`src/wave_table_defines.svh`:
```
`ifndef WAVE_TABLE_DEFINES_SVH
`define WAVE_TABLE_DEFINES_SVH

// Register indices; byte address is four times the index
`define WT_IDX_LOW        8'h60
`define WT_IDX_MID        8'h61
`define WT_IDX_UPPER      8'h62
`define WT_IDX_STATUS     8'h6F

// Reset values of the delta words
`define WT_RST_LOW        32'hAAAAB554
`define WT_RST_MID        32'h4A9554AA
`define WT_RST_UPPER      32'h24492929

// Last entry held by this bank
`define WT_LAST_ENTRY     7'h5F

// Status word field positions
`define ST_COIL_A_LSB     0
`define ST_COIL_B_LSB     8
`define ST_POS_LSB        16
`define ST_DONE_BIT       24

`endif

```
`src/wave_table_pkg.sv`:
```
`default_nettype none
package wave_table_pkg;

    // Segment width selectors and segment boundaries
    typedef struct packed {
        logic [1:0] w3;
        logic [1:0] w2;
        logic [1:0] w1;
        logic [1:0] w0;
        logic [7:0] x3;
        logic [7:0] x2;
        logic [7:0] x1;
    } seg_cfg_t;

    typedef enum logic [2:0] {
        WK_IDLE = 3'b001,
        WK_RUN  = 3'b010,
        WK_END  = 3'b100
    } walk_state_t;

    // Whole state of the table block
    typedef struct packed {
        logic [31:0] word_low;
        logic [31:0] word_mid;
        logic [31:0] word_upper;
        logic [31:0] prdata;
        logic        pslverr;
        walk_state_t walk;
        logic [6:0]  pos;
        logic [7:0]  coil_a;
        logic [7:0]  coil_b;
    } state_t;

endpackage
`default_nettype wire

```
`src/wave_table_lower.sv`:
```
// The APB interface to the registers was decided locally.
`default_nettype none
`include "wave_table_defines.svh"

module wave_table_lower
    import wave_table_pkg::*;
(
    // Clock and reset
    input  wire logic        pclk,
    input  wire logic        presetn,
    // APB slave
    input  wire logic        psel,
    input  wire logic        penable,
    input  wire logic        pwrite,
    input  wire logic [11:0] paddr,
    input  wire logic [31:0] pwdata,
    output logic      [31:0] prdata,
    output logic             pready,
    output logic             pslverr,
    // Segment configuration and start values
    input  wire seg_cfg_t    seg_cfg,
    input  wire logic [7:0]  sine_start_value,
    input  wire logic [7:0]  cosine_start_value,
    // Indexer handshake
    input  wire logic        counter_zero,
    input  wire logic        step_advance,
    // Walker results
    output logic      [7:0]  coil_a_current,
    output logic      [7:0]  coil_b_current,
    output logic      [6:0]  table_pos,
    output logic             walk_done
);

    state_t st_reg;
    state_t st_next;

    // Register decode: 0 none, 1 low, 2 mid, 3 upper, 4 status
    function automatic logic [2:0] reg_sel(input logic [11:0] addr);
        logic [2:0] sel;
        sel = 3'h0;
        if (addr[1:0] == 2'h0) begin
            unique case (addr[9:2])
                `WT_IDX_LOW:    sel = 3'h1;
                `WT_IDX_MID:    sel = 3'h2;
                `WT_IDX_UPPER:  sel = 3'h3;
                `WT_IDX_STATUS: sel = 3'h4;
                default:        sel = 3'h0;
            endcase
        end
        if (addr[11:10] != 2'h0) begin
            sel = 3'h0;
        end
        return sel;
    endfunction

    // Width selector of the segment holding an entry
    function automatic logic [1:0] seg_width(input logic [6:0] p,
                                             input seg_cfg_t  c);
        logic [7:0] pe;
        pe = {1'b0, p};
        if (pe < c.x1) begin
            return c.w0;
        end else if (pe < c.x2) begin
            return c.w1;
        end else if (pe < c.x3) begin
            return c.w2;
        end else begin
            return c.w3;
        end
    endfunction

    logic [95:0] table_bits;
    logic        delta_bit;
    logic [1:0]  width;
    logic [9:0]  sum;
    logic [7:0]  stepped;
    logic [2:0]  setup_sel;
    logic [2:0]  access_sel;
    logic [31:0] status_word;

    // Bit n of each word is entry n of its group, low word first
    assign table_bits = {st_reg.word_upper, st_reg.word_mid,
                         st_reg.word_low};
    assign delta_bit  = table_bits[st_reg.pos];
    assign width      = seg_width(st_reg.pos, seg_cfg);

    // Step is width plus delta minus one; clamped to the 8-bit range
    assign sum = {2'h0, st_reg.coil_a} + {8'h00, width}
               + {9'h000, delta_bit} - 10'h001;
    assign stepped = sum[9] ? 8'h00 : (sum[8] ? 8'hFF : sum[7:0]);

    assign setup_sel  = reg_sel(paddr);
    assign access_sel = setup_sel;

    // Walker state seen by software
    always_comb begin
        status_word = 32'h0000_0000;
        status_word[`ST_COIL_A_LSB +: 8] = st_reg.coil_a;
        status_word[`ST_COIL_B_LSB +: 8] = st_reg.coil_b;
        status_word[`ST_POS_LSB +: 7]    = st_reg.pos;
        status_word[`ST_DONE_BIT]        = (st_reg.walk == WK_END);
    end

    // Next state: bus slave and table walker
    always_comb begin
        st_next = st_reg;
        // Read data is fetched in setup so it is steady in access
        if (psel && !penable) begin
            st_next.pslverr = (setup_sel == 3'h0)
                            || (pwrite && setup_sel == 3'h4);
            unique case (setup_sel)
                3'h1:    st_next.prdata = st_reg.word_low;
                3'h2:    st_next.prdata = st_reg.word_mid;
                3'h3:    st_next.prdata = st_reg.word_upper;
                3'h4:    st_next.prdata = status_word;
                default: st_next.prdata = 32'h0000_0000;
            endcase
        end
        // Writes land in the access cycle; status is read only
        if (psel && penable && pwrite) begin
            unique case (access_sel)
                3'h1:    st_next.word_low   = pwdata;
                3'h2:    st_next.word_mid   = pwdata;
                3'h3:    st_next.word_upper = pwdata;
                default: st_next.word_low   = st_reg.word_low;
            endcase
        end
        // Restart wins over a step arriving in the same cycle
        if (counter_zero) begin
            st_next.coil_a = sine_start_value;
            st_next.coil_b = cosine_start_value;
            st_next.pos    = 7'h00;
            st_next.walk   = WK_RUN;
        end else if (step_advance) begin
            unique case (st_reg.walk)
                WK_RUN: begin
                    st_next.coil_a = stepped;
                    // Quarter ends at the last entry; later quarters
                    // are built elsewhere from this one
                    if (st_reg.pos == `WT_LAST_ENTRY) begin
                        st_next.walk = WK_END;
                    end else begin
                        st_next.pos = st_reg.pos + 7'h01;
                    end
                end
                WK_IDLE, WK_END: begin
                    st_next.walk = st_reg.walk;
                end
            endcase
        end
    end

    // State register with default sine table at reset
    always_ff @(posedge pclk or negedge presetn) begin
        if (!presetn) begin
            st_reg.word_low   <= `WT_RST_LOW;
            st_reg.word_mid   <= `WT_RST_MID;
            st_reg.word_upper <= `WT_RST_UPPER;
            st_reg.prdata     <= 32'h0000_0000;
            st_reg.pslverr    <= 1'b0;
            st_reg.walk       <= WK_IDLE;
            st_reg.pos        <= 7'h00;
            st_reg.coil_a     <= 8'h00;
            st_reg.coil_b     <= 8'h00;
        end else begin
            st_reg <= st_next;
        end
    end

    // Zero wait states; answers always come from flip-flops
    assign pready         = 1'b1;
    assign prdata         = st_reg.prdata;
    assign pslverr        = st_reg.pslverr;
    assign coil_a_current = st_reg.coil_a;
    assign coil_b_current = st_reg.coil_b;
    assign table_pos      = st_reg.pos;
    assign walk_done      = (st_reg.walk == WK_END);
endmodule // wave_table_lower
`default_nettype wire

```
`config.mk`:
```
export PLATFORM = sky130hd
export DESIGN_NAME = wave_table_lower
export DESIGN_NICKNAME = d
export VERILOG_FILES = /design/src/wave_table_pkg.sv /design/src/wave_table_lower.sv
export VERILOG_INCLUDE_DIRS = /design/src
export SDC_FILE = /design/constraint.sdc
export NUM_CORES = 1
export LEC_CHECK = 0
export ABC_CLOCK_PERIOD_IN_PS = 5400
export BUFFER_PORTS_ARGS = -buffer_cell sky130_fd_sc_hd__buf_2
export CAP_MARGIN = 20
export CORE_ASPECT_RATIO = 0.8
export CORE_MARGIN = 2
export CORE_UTILIZATION = 30
export CTS_CLUSTER_DIAMETER = 120
export DETAILED_ROUTE_END_ITERATION = 8
export PLACE_DENSITY = 0.52
export SYNTH_ARGS = -nofsm -noshare
export SYNTH_HDL_FRONTEND = slang
export SYNTH_SLANG_ARGS = --single-unit
```
`constraint.sdc`:
```
create_clock -name pclk -period 5.4 [get_ports pclk]
set_input_delay 0.27 -clock pclk [delete_from_list [all_inputs] [get_ports pclk]]
set_output_delay 0.27 -clock pclk [all_outputs]
set_load 0.01 [all_outputs]
```
## After elaboration in Yosys (flattened, before gate mapping)

Index checks and enable logic that the tools add are counted.

| storage, ports and cells | value |
|---|---|
| register bits after elaboration | 155 |
| word-level logic and storage cells | 67 |

| operators by class | value |
|---|---|
| $add $sub $neg | 4 |
| $lt $le $gt $ge | 4 |
| equality and inequality tests | 15 |
| muxes and demuxes | 17 |
| reduce and logical (&&, ||, !) cells | 18 |

Operator list:

| cell | number |
|---|---|
| 32-bit case mux with 4 select lines | 1 |
| 18-bit 2-to-1 mux | 2 |
| 8-bit by 7-bit equality test with 1-bit output, second input constant | 4 |
| 7-bit by 8-bit less-than comparator with 1-bit output | 3 |
| 8-bit 2-to-1 mux | 2 |
| 15-bit 2-to-1 mux | 1 |
| 3-bit 2-to-1 mux | 4 |
| 3-bit case mux with 4 select lines | 1 |
| 9-bit by 1-bit adder with 10-bit output | 1 |
| 10-bit by 1-bit subtractor with 10-bit output, second input constant | 1 |
| 8-bit by 2-bit adder with 9-bit output | 1 |
| 3-bit by 2-bit equality test with 1-bit output, second input constant | 3 |
| 7-bit by 8-bit less-than comparator with 1-bit output, second input constant | 1 |
| 2-bit AND reduction | 4 |
| 7-bit by 1-bit adder with 7-bit output, second input constant | 1 |
| 1-bit binary-select mux with 7-bit select | 1 |
| 7-bit equality test, second input constant | 1 |
| 7-bit 2-to-1 mux | 1 |
| 3-bit by 1-bit equality test with 1-bit output, second input constant | 2 |
| 3-bit equality test, second input constant | 2 |
| 2-bit 2-to-1 mux | 3 |
| 3-bit AND reduction | 2 |
| 2-bit nonzero test | 3 |
| 1-bit logical AND | 4 |
| 8 further kinds | 9 |

## Depth between registers and ports, before layout

Gate-level depths: netlist of the first run.

| depth | value |
|---|---|
| depth in word-level cells | 12 |
| mapped depth | 19 |
| gate-level depth less buffers | 18 |

## Worst setup path before layout of the first run

OpenSTA, ideal clock, no wires.

| timing path | value |
|---|---|
| path type | register -> register |
| start | register st_reg (netlist bit table_pos[1]) |
| end | register st_reg (netlist bit coil_a_current[2]) |
| setup time | 91 ps |
| arrival time | 3828 ps |
| data required time | 5309 ps |
| slack | 1481 ps |
| stages on the path, launching flop included | 17 |
| buffers on the path | 1 |
| period minus slack after synthesis | 3919 ps |
| cells stage by stage | dfrtp_1 buf_4 mux4_2 mux4_2 o21ai_1 a31oi_1 o311ai_1 ha_1 inv_1 ha_1 fa_1 a211oi_1 o21ai_0 a21oi_1 xnor2_1 nor2_1 o221ai_1 |

| on the way | value |
|---|---|
| cells in the longest elaborated chain, start to end | 12 |
| elaborated cells on any way between the ends | 16 |
| those cells by class | add/sub: 3; order compare: 3; mux: 10 |

RTL lines:

| item | RTL line | RTL |
|---|---|---|
| from (decl) | wave_table_lower.sv:34 | `state_t st_reg;` |
| from (signal assigned) | wave_table_lower.sv:166 | `st_reg <= st_next;` |
| 7-bit by 8-bit less-than comparator with 1-bit output | wave_table_lower.sv:65 | `end else if (pe < c.x3) begin` |
| 2-bit 2-to-1 mux | wave_table_lower.sv:65 |  |
| 2-bit 2-to-1 mux | wave_table_lower.sv:63 | `end else if (pe < c.x2) begin` |
| 2-bit 2-to-1 mux | wave_table_lower.sv:61 | `if (pe < c.x1) begin` |
| 8-bit by 2-bit adder with 9-bit output | wave_table_lower.sv:88 | `assign sum = {2'h0, st_reg.coil_a} + {8'h00, width}` |
| 9-bit by 1-bit adder with 10-bit output (*) | wave_table_lower.sv:89 | `+ {9'h000, delta_bit} - 10'h001;` |
| 10-bit by 1-bit subtractor with 10-bit output (*) | wave_table_lower.sv:89 |  |
| 8-bit 2-to-1 mux | wave_table_lower.sv:90 | `assign stepped = sum[9] ? 8'h00 : (sum[8] ? 8'hFF : sum[7:0]);` |
| 8-bit 2-to-1 mux (*) | wave_table_lower.sv:90 |  |
| 15-bit 2-to-1 mux (*) | wave_table_lower.sv:135 | `unique case (st_reg.walk)` |
| 18-bit 2-to-1 mux (*) | wave_table_lower.sv:134 | `end else if (step_advance) begin` |
| 18-bit 2-to-1 mux (*) | wave_table_lower.sv:129 | `if (counter_zero) begin` |

Every way passes the cells marked *; elsewhere a longest branch is shown, timed or not. The select of a mux whose other input is x is not followed.
A chain may end at the register's enable or synchronous reset.

## Worst setup path in the final report of the first run

| timing path | value |
|---|---|
| start | register st_reg (netlist bit table_pos[2]) |
| end | register st_reg (netlist bit coil_a_current[6]) |

The elaborated chain is that of the path after synthesis.

==> results.toml, run 1 <==
[critical_path]
cp_max_fo = 15
crit_arrival_ns = 5.02
worstPathRequired_ns = 5.74
endpoint_kind = "register"
rrSetupSlack_ns = 0.72
startpoint_type = "register"
critPathKind = "reg -> reg"

[detailed_routing]
drt-pass1-iter-count = 6
final_antenna_net_count = 0
drt-wirelength-per-cell_um = 20.9
drcViolationCount = 0
via_per_inst = 5.24
num_vias = 6406
drt-initial-drc-count = 648
wl_um = 25600

[sta]
fmax_mhz = 213
max_slew_margin_pct = 33.1
period_share_pct = 86.8
timing.setup.tns_ns = 0
final_hold_viol_count = 0
fin_skew_ns = 0.00793
rsz0062_at_grt = "no"
setup_slack_ns = 0.715
period_minus_slack_ns = 4.68
drv_slew = 0
tightest_slew_ns = 0.996
setup_viol = 0

[power_and_ir_drop]
p_leak_uw = 0.00489
max-vdd-ir-drop_uv = 219
total_power_uw = 3080
p_per_area_nw_per_um2 = 304

[clock_tree]
cts.sinks = 155
cts-buffers-inserted = 17
cts.path.max_buffers = 2
cts-resized-gates = 0
cts_root_buffer = "clkbuf_16"
htree_levels = 4
clk_pin_slew_ns = 0.07
clock_latency_ns = 0.43
cts_tree = "done"

[run]
maxCapViolations = 0

[synth]
yosys.area.top_type = "dfrtp_1"
synth_edf_count = 0
synth_cells = 747
ys_types = 61
seq_area_frac_synth_pct = 44.8
ys.warnings.count = 0
async_reset_ff_share_pct = 100
ys_seq_elements = 155
synth_area_sq_um = 8780
ys.flop_type = "dfrtp_1"
syn_nets = 877
ys_top_cells_by_area = "dfrtp_1, dfstp_2, mux2_2"
synth_top_area_share_pct = 32.2
syn_area_per_cell_sq_um = 11.7

[layout]
largest_register_ffs = 99
synthToLayoutAreaGrowth_pct = 15.5
fin_nets = 969
final_core_util_pct = 35.5
drive_gt1_share_pct = 40.8
final.fill_count = 2889

[grt]
grt_pass1_vias = 6498
grt_max_degree = 72
grt_usage_pct = 17.1
grt_pass1_wl_um = 39700
grt_overflow = 0
antenna_found_initial = 1

[placement]
io_buffers = 155
gp_congestion = 0.783
pre_cts_ws_ns = 0.789
dpl.hpwl_um = 18400

[run_status]
status = "complete, no violations"

[floorplanning]
rows = 55
core_sq_um = 28600
die_area_sq_um = 30600
io_pins = 157
start_util_pct = 30.7
chipWidth_um = 195
die_h_um = 157

[min_path]
hold_class = "in -> reg"
[layout by cell type (no fill, tap or decap), types with 4 or more instances in the layout]
| cell | instances |
|---|---|
| xor2_1 | 5 |
| o21ai_0 | 21 |
| nor3_1 | 4 |
| clkinv_4 | 4 |
| o221ai_1 | 9 |
| mux2_1 | 36 |
| nand2_1 | 59 |
| a22oi_1 | 10 |
| clkbuf_16 | 17 |
| nand2b_1 | 5 |
| dfrtp_1 | 113 |
| nand3_1 | 5 |
| dfstp_2 | 42 |
| mux4_2 | 25 |
| nor2b_1 | 5 |
| xnor2_1 | 8 |
| a21o_1 | 27 |
| inv_1 | 32 |
| nor2_1 | 22 |
| a222oi_1 | 32 |
| buf_2 | 154 |
| ha_1 | 30 |
| buf_4 | 15 |
| mux2_2 | 68 |
| a21oi_1 | 39 |
[metal layers]
metal	up-vias	track usage (%)	routed length [um]
met3	12	4.09	1450
met4	0	3.56	155
met2	214	26.0	11500
li1	2903	-	-
met5	-	0	0
met1	3277	24.7	12500
[stage by stage]
| stage | instances | hold WS, ns | cell area (sq um) |
|---|---|---|---|
| 2_1_floorplan | 747 | -0.0256 | 8780 |
| 3_3_place_gp | 1189 | 0.224 | 9530 |
| 3_5_place_dp | 1189 | 0.223 | 9530 |
| 4_1_cts | 1222 | 0.0370 | 10100 |
| 5_1_grt | 1222 | 0.0429 | 10100 |
| 6_report | 1223 | 0.0490 | 10100 |
[final cells by class]
| type | instances | area (sq um) | share of cell area [%] |
|---|---|---|---|
| diodes | 1 | 2.50 | 0.0247 |
| clock buffers | 17 | 425 | 4.20 |
| clock inverters | 15 | 166 | 1.64 |
| inverters | 32 | 120 | 1.18 |
| multi-input cells | 462 | 4120 | 40.7 |
| flip-flops and latches | 155 | 3930 | 38.8 |
| well taps | 370 | 463 | 4.57 |
| repair buffers | 171 | 905 | 8.92 |
[Yosys cell counts, drive strengths merged, types with 22 or more instances]
| library cell | count |
|---|---|
| dfrtp | 113 |
| mux2 | 104 |
| buf | 76 |
| nand2 | 59 |
| dfstp | 42 |
| a21oi | 39 |
| a222oi | 32 |
| inv | 32 |
| ha | 30 |
| a21o | 27 |
| mux4 | 25 |
| nor2 | 23 |
| clkbuf | 22 |
| o21ai | 22 |
[path summary, 6_finish.rpt]
path,from,endpoint,cells past startpoint
worst min-delay path,sine_start_value[1],coil_a_current[1],3
worst min register to register,prdata[10],prdata[10],1
worst max-delay path,table_pos[2],coil_a_current[6],16
max in group asynchronous,presetn,st_reg[139],3
worst max register to register,table_pos[2],coil_a_current[6],16
min in group asynchronous,presetn,prdata[30],2
[cells by family (layout without fill, tap and decap cells)]
logic type,Yosys count,count (layout),share of synthesized area (%)
AOI/OAI and AO/OA,161,161,13.2
DFF,155,155,44.8
muxes,131,131,20.0
buffers and inverters,130,235,8.62
and+or+nand+nor,125,125,7.51
adders and majority gates,31,31,4.50
xor gates and xnor gates,13,13,1.30
other,1,2,0.0427
[timing repair]
| action | in CTS | in global routing |
|---|---|---|
| setup buffers | 0 | 0 |
| hold buffers | 1 | 0 |
| endpoints found under the hold margin | 25 | 0 |
[report_power, final]
group | internal, uW | switching (uW)
Sequential | 1200 | 60.0
Clock | 692 | 536
Combinational | 253 | 345
Total | 2140 | 941
[worst max-delay path, stage by stage, from the launching register on]
cell       delay, ns
dfrtp_1         0.81
ha_1            0.30
a211o_1         0.11
o2111ai_1       0.10
a221oi_1        0.62
nand3_1         0.14
a22oi_1         0.33
ha_1            0.20
inv_1           0.04
ha_1            0.20
fa_1            0.43
a211oi_1        0.32
o21ai_0         0.13
a21oi_1         0.19
xnor2_1         0.35
nor2_1          0.10
o221ai_1        0.20
(Power assumes the default switching activity.)
==> run 2: changes to the inputs <==
ABC_CLOCK_PERIOD_IN_PS = 3800   (was 5400)
PLACE_DENSITY = 0.54   (was 0.52)
clock period = 3.8 ns   (was 5.4 ns; I/O delays follow)
==> results.toml, run 2 (synthesis results as in run 1) <==
[placement]
dpl.hpwl_um = 18600
pre_cts_ws_ns = -0.275
io_buffers = 155
gp_congestion = 0.820
placed_area_sq_um = 9760

[critical_path]
worstPathRequired_ns = 4.13
endpoint_kind = "register"
crit_arrival_ns = 4.18
critPathKind = "reg -> reg"
startpoint_type = "register"
cp_max_fo = 8

[layout]
num_antenna_cells = 0
synthToLayoutAreaGrowth_pct = 22.7
drive_gt1_share_pct = 43.9
finalInstanceArea_sq_um = 10800
largest_register_ffs = 99
final_cell_mix = "buf_2, dfrtp_1, mux2_2, nand2_1, dfstp_2"
final_common_cell = "buf_2"
final.fill_count = 2808
fin_nets = 1024
final_core_util_pct = 37.7

[min_path]
hold_class = "in -> reg"

[clock_tree]
clock_latency_ns = 0.43
cts.sinks = 155
cts_root_buffer = "clkbuf_16"
cts.path.max_buffers = 2
htree_levels = 4
clk_pin_slew_ns = 0.07
cts-buffers-inserted = 17
cts_tree = "done"

[detailed_routing]
drcViolationCount = 0
num_vias = 6593
wl_um = 25900
final_antenna_net_count = 0
via_per_inst = 5.16
drt-wirelength-per-cell_um = 20.3
drt-initial-drc-count = 614
drt-pass1-iter-count = 6

[grt]
grt_pass1_wl_um = 40000
grt_pass1_vias = 6714
grt_overflow = 0
grt_usage_pct = 17.0
grt_max_degree = 89
antenna_found_initial = 0

[sta]
drv_slew = 0
period_minus_slack_ns = 3.84
tightest_slew_ns = 0.976
setup_slack_ns = -0.0425
final_hold_viol_count = 0
rsz0062_at_grt = "yes"
max_slew_margin_pct = 34.7
fmax_mhz = 260
hold_ws_ns = 0.0211
setup_viol = 4
period_share_pct = 101
fin_skew_ns = 0.0104
timing.setup.tns_ns = -0.0835

[power_and_ir_drop]
p_per_area_nw_per_um2 = 423
p_leak_uw = 0.00516
max-vdd-ir-drop_uv = 333
p_switching_uw = 1410
pwr-share-comb_pct = 23.2
internal_power_uw = 3140
p_seq_share_pct = 39.4
swShare_pct = 30.9
clkPwrFrac_pct = 37.4

[floorplanning]
die_area_sq_um = 30600
die_h_um = 157
core_sq_um = 28600
io_pins = 157
rows = 55
chipWidth_um = 195
start_util_pct = 30.7

[run_status]
status = "finished, violations left"
violations = "setup timing"

[run]
maxCapViolations = 0
-- run 2: area by class of cell --
class	instances	area [sq um]	area share [%]
sequential	155	3930	36.5
clock inverter	13	134	1.24
clock buffer	19	453	4.21
inverter	32	120	1.12
tap	370	463	4.30
multi-input combinational	462	4240	39.4
timing repair buffer	226	1420	13.2
-- run 2: final timing paths --
path	depth (start not counted)	endpoint	from	slack, ns
hold reg to reg	1	prdata[7]	prdata[7]	0.47
setup / recovery	15	coil_a_current[5]	table_pos[1]	-0.04
setup reg to reg	15	coil_a_current[5]	table_pos[1]	-0.04
hold / removal	2	st_reg[91]	pwdata[0]	0.02
min in group asynchronous	2	prdata[17]	presetn	0.41
max in group asynchronous	3	st_reg[85]	presetn	2.49
-- run 2: metal layers --
| layer | wire [um] | track usage (%) |
|---|---|---|
| met1 | 13000 | 25.4 |
| met2 | 11200 | 25.3 |
| met5 | 0 | 0 |
| met4 | 129 | 2.87 |
| met3 | 1510 | 3.88 |
-- run 2: power by group through the flow --
| stage | clock network (uW) | logic [uW] | registers (uW) |
|---|---|---|---|
| after floorplan | 0 | 667 | 1770 |
| after global routing | 1820 | 1160 | 1800 |
| final | 1700 | 1060 | 1790 |
| after CTS | 1750 | 1020 | 1800 |
| after detailed placement | 0 | 937 | 1820 |
| after global placement | 0 | 930 | 1830 |
-- run 2: worst max-delay path: stages, from the launching register on --
cell      delay, ns
dfrtp_2        0.43
mux4_2         0.52
mux4_2         0.49
o21ai_2        0.14
a31oi_1        0.06
o311ai_2       0.29
ha_2           0.21
inv_2          0.04
ha_4           0.15
fa_2           0.36
a211oi_2       0.23
o21ai_1        0.11
a21oi_2        0.24
xnor2_4        0.19
nor2_1         0.09
o221ai_1       0.18
-- run 2: repair_timing --
item | CTS | global route
hold buffers | 30 | 0
setup endpoints to repair | 8 | 8
pin swaps | 17 | 12
setup buffers | 0 | 1
resized for setup | 12 | 20
hold endpoints to repair | 90 | 0
cloned | 0 | 0
-- run 2: through the flow --
stage	total power, uW	cells
6_report	4550	1277
5_1_grt	4780	1277
4_1_cts	4560	1276
3_5_place_dp	2760	1214
3_3_place_gp	2760	1214
2_1_floorplan	2440	747
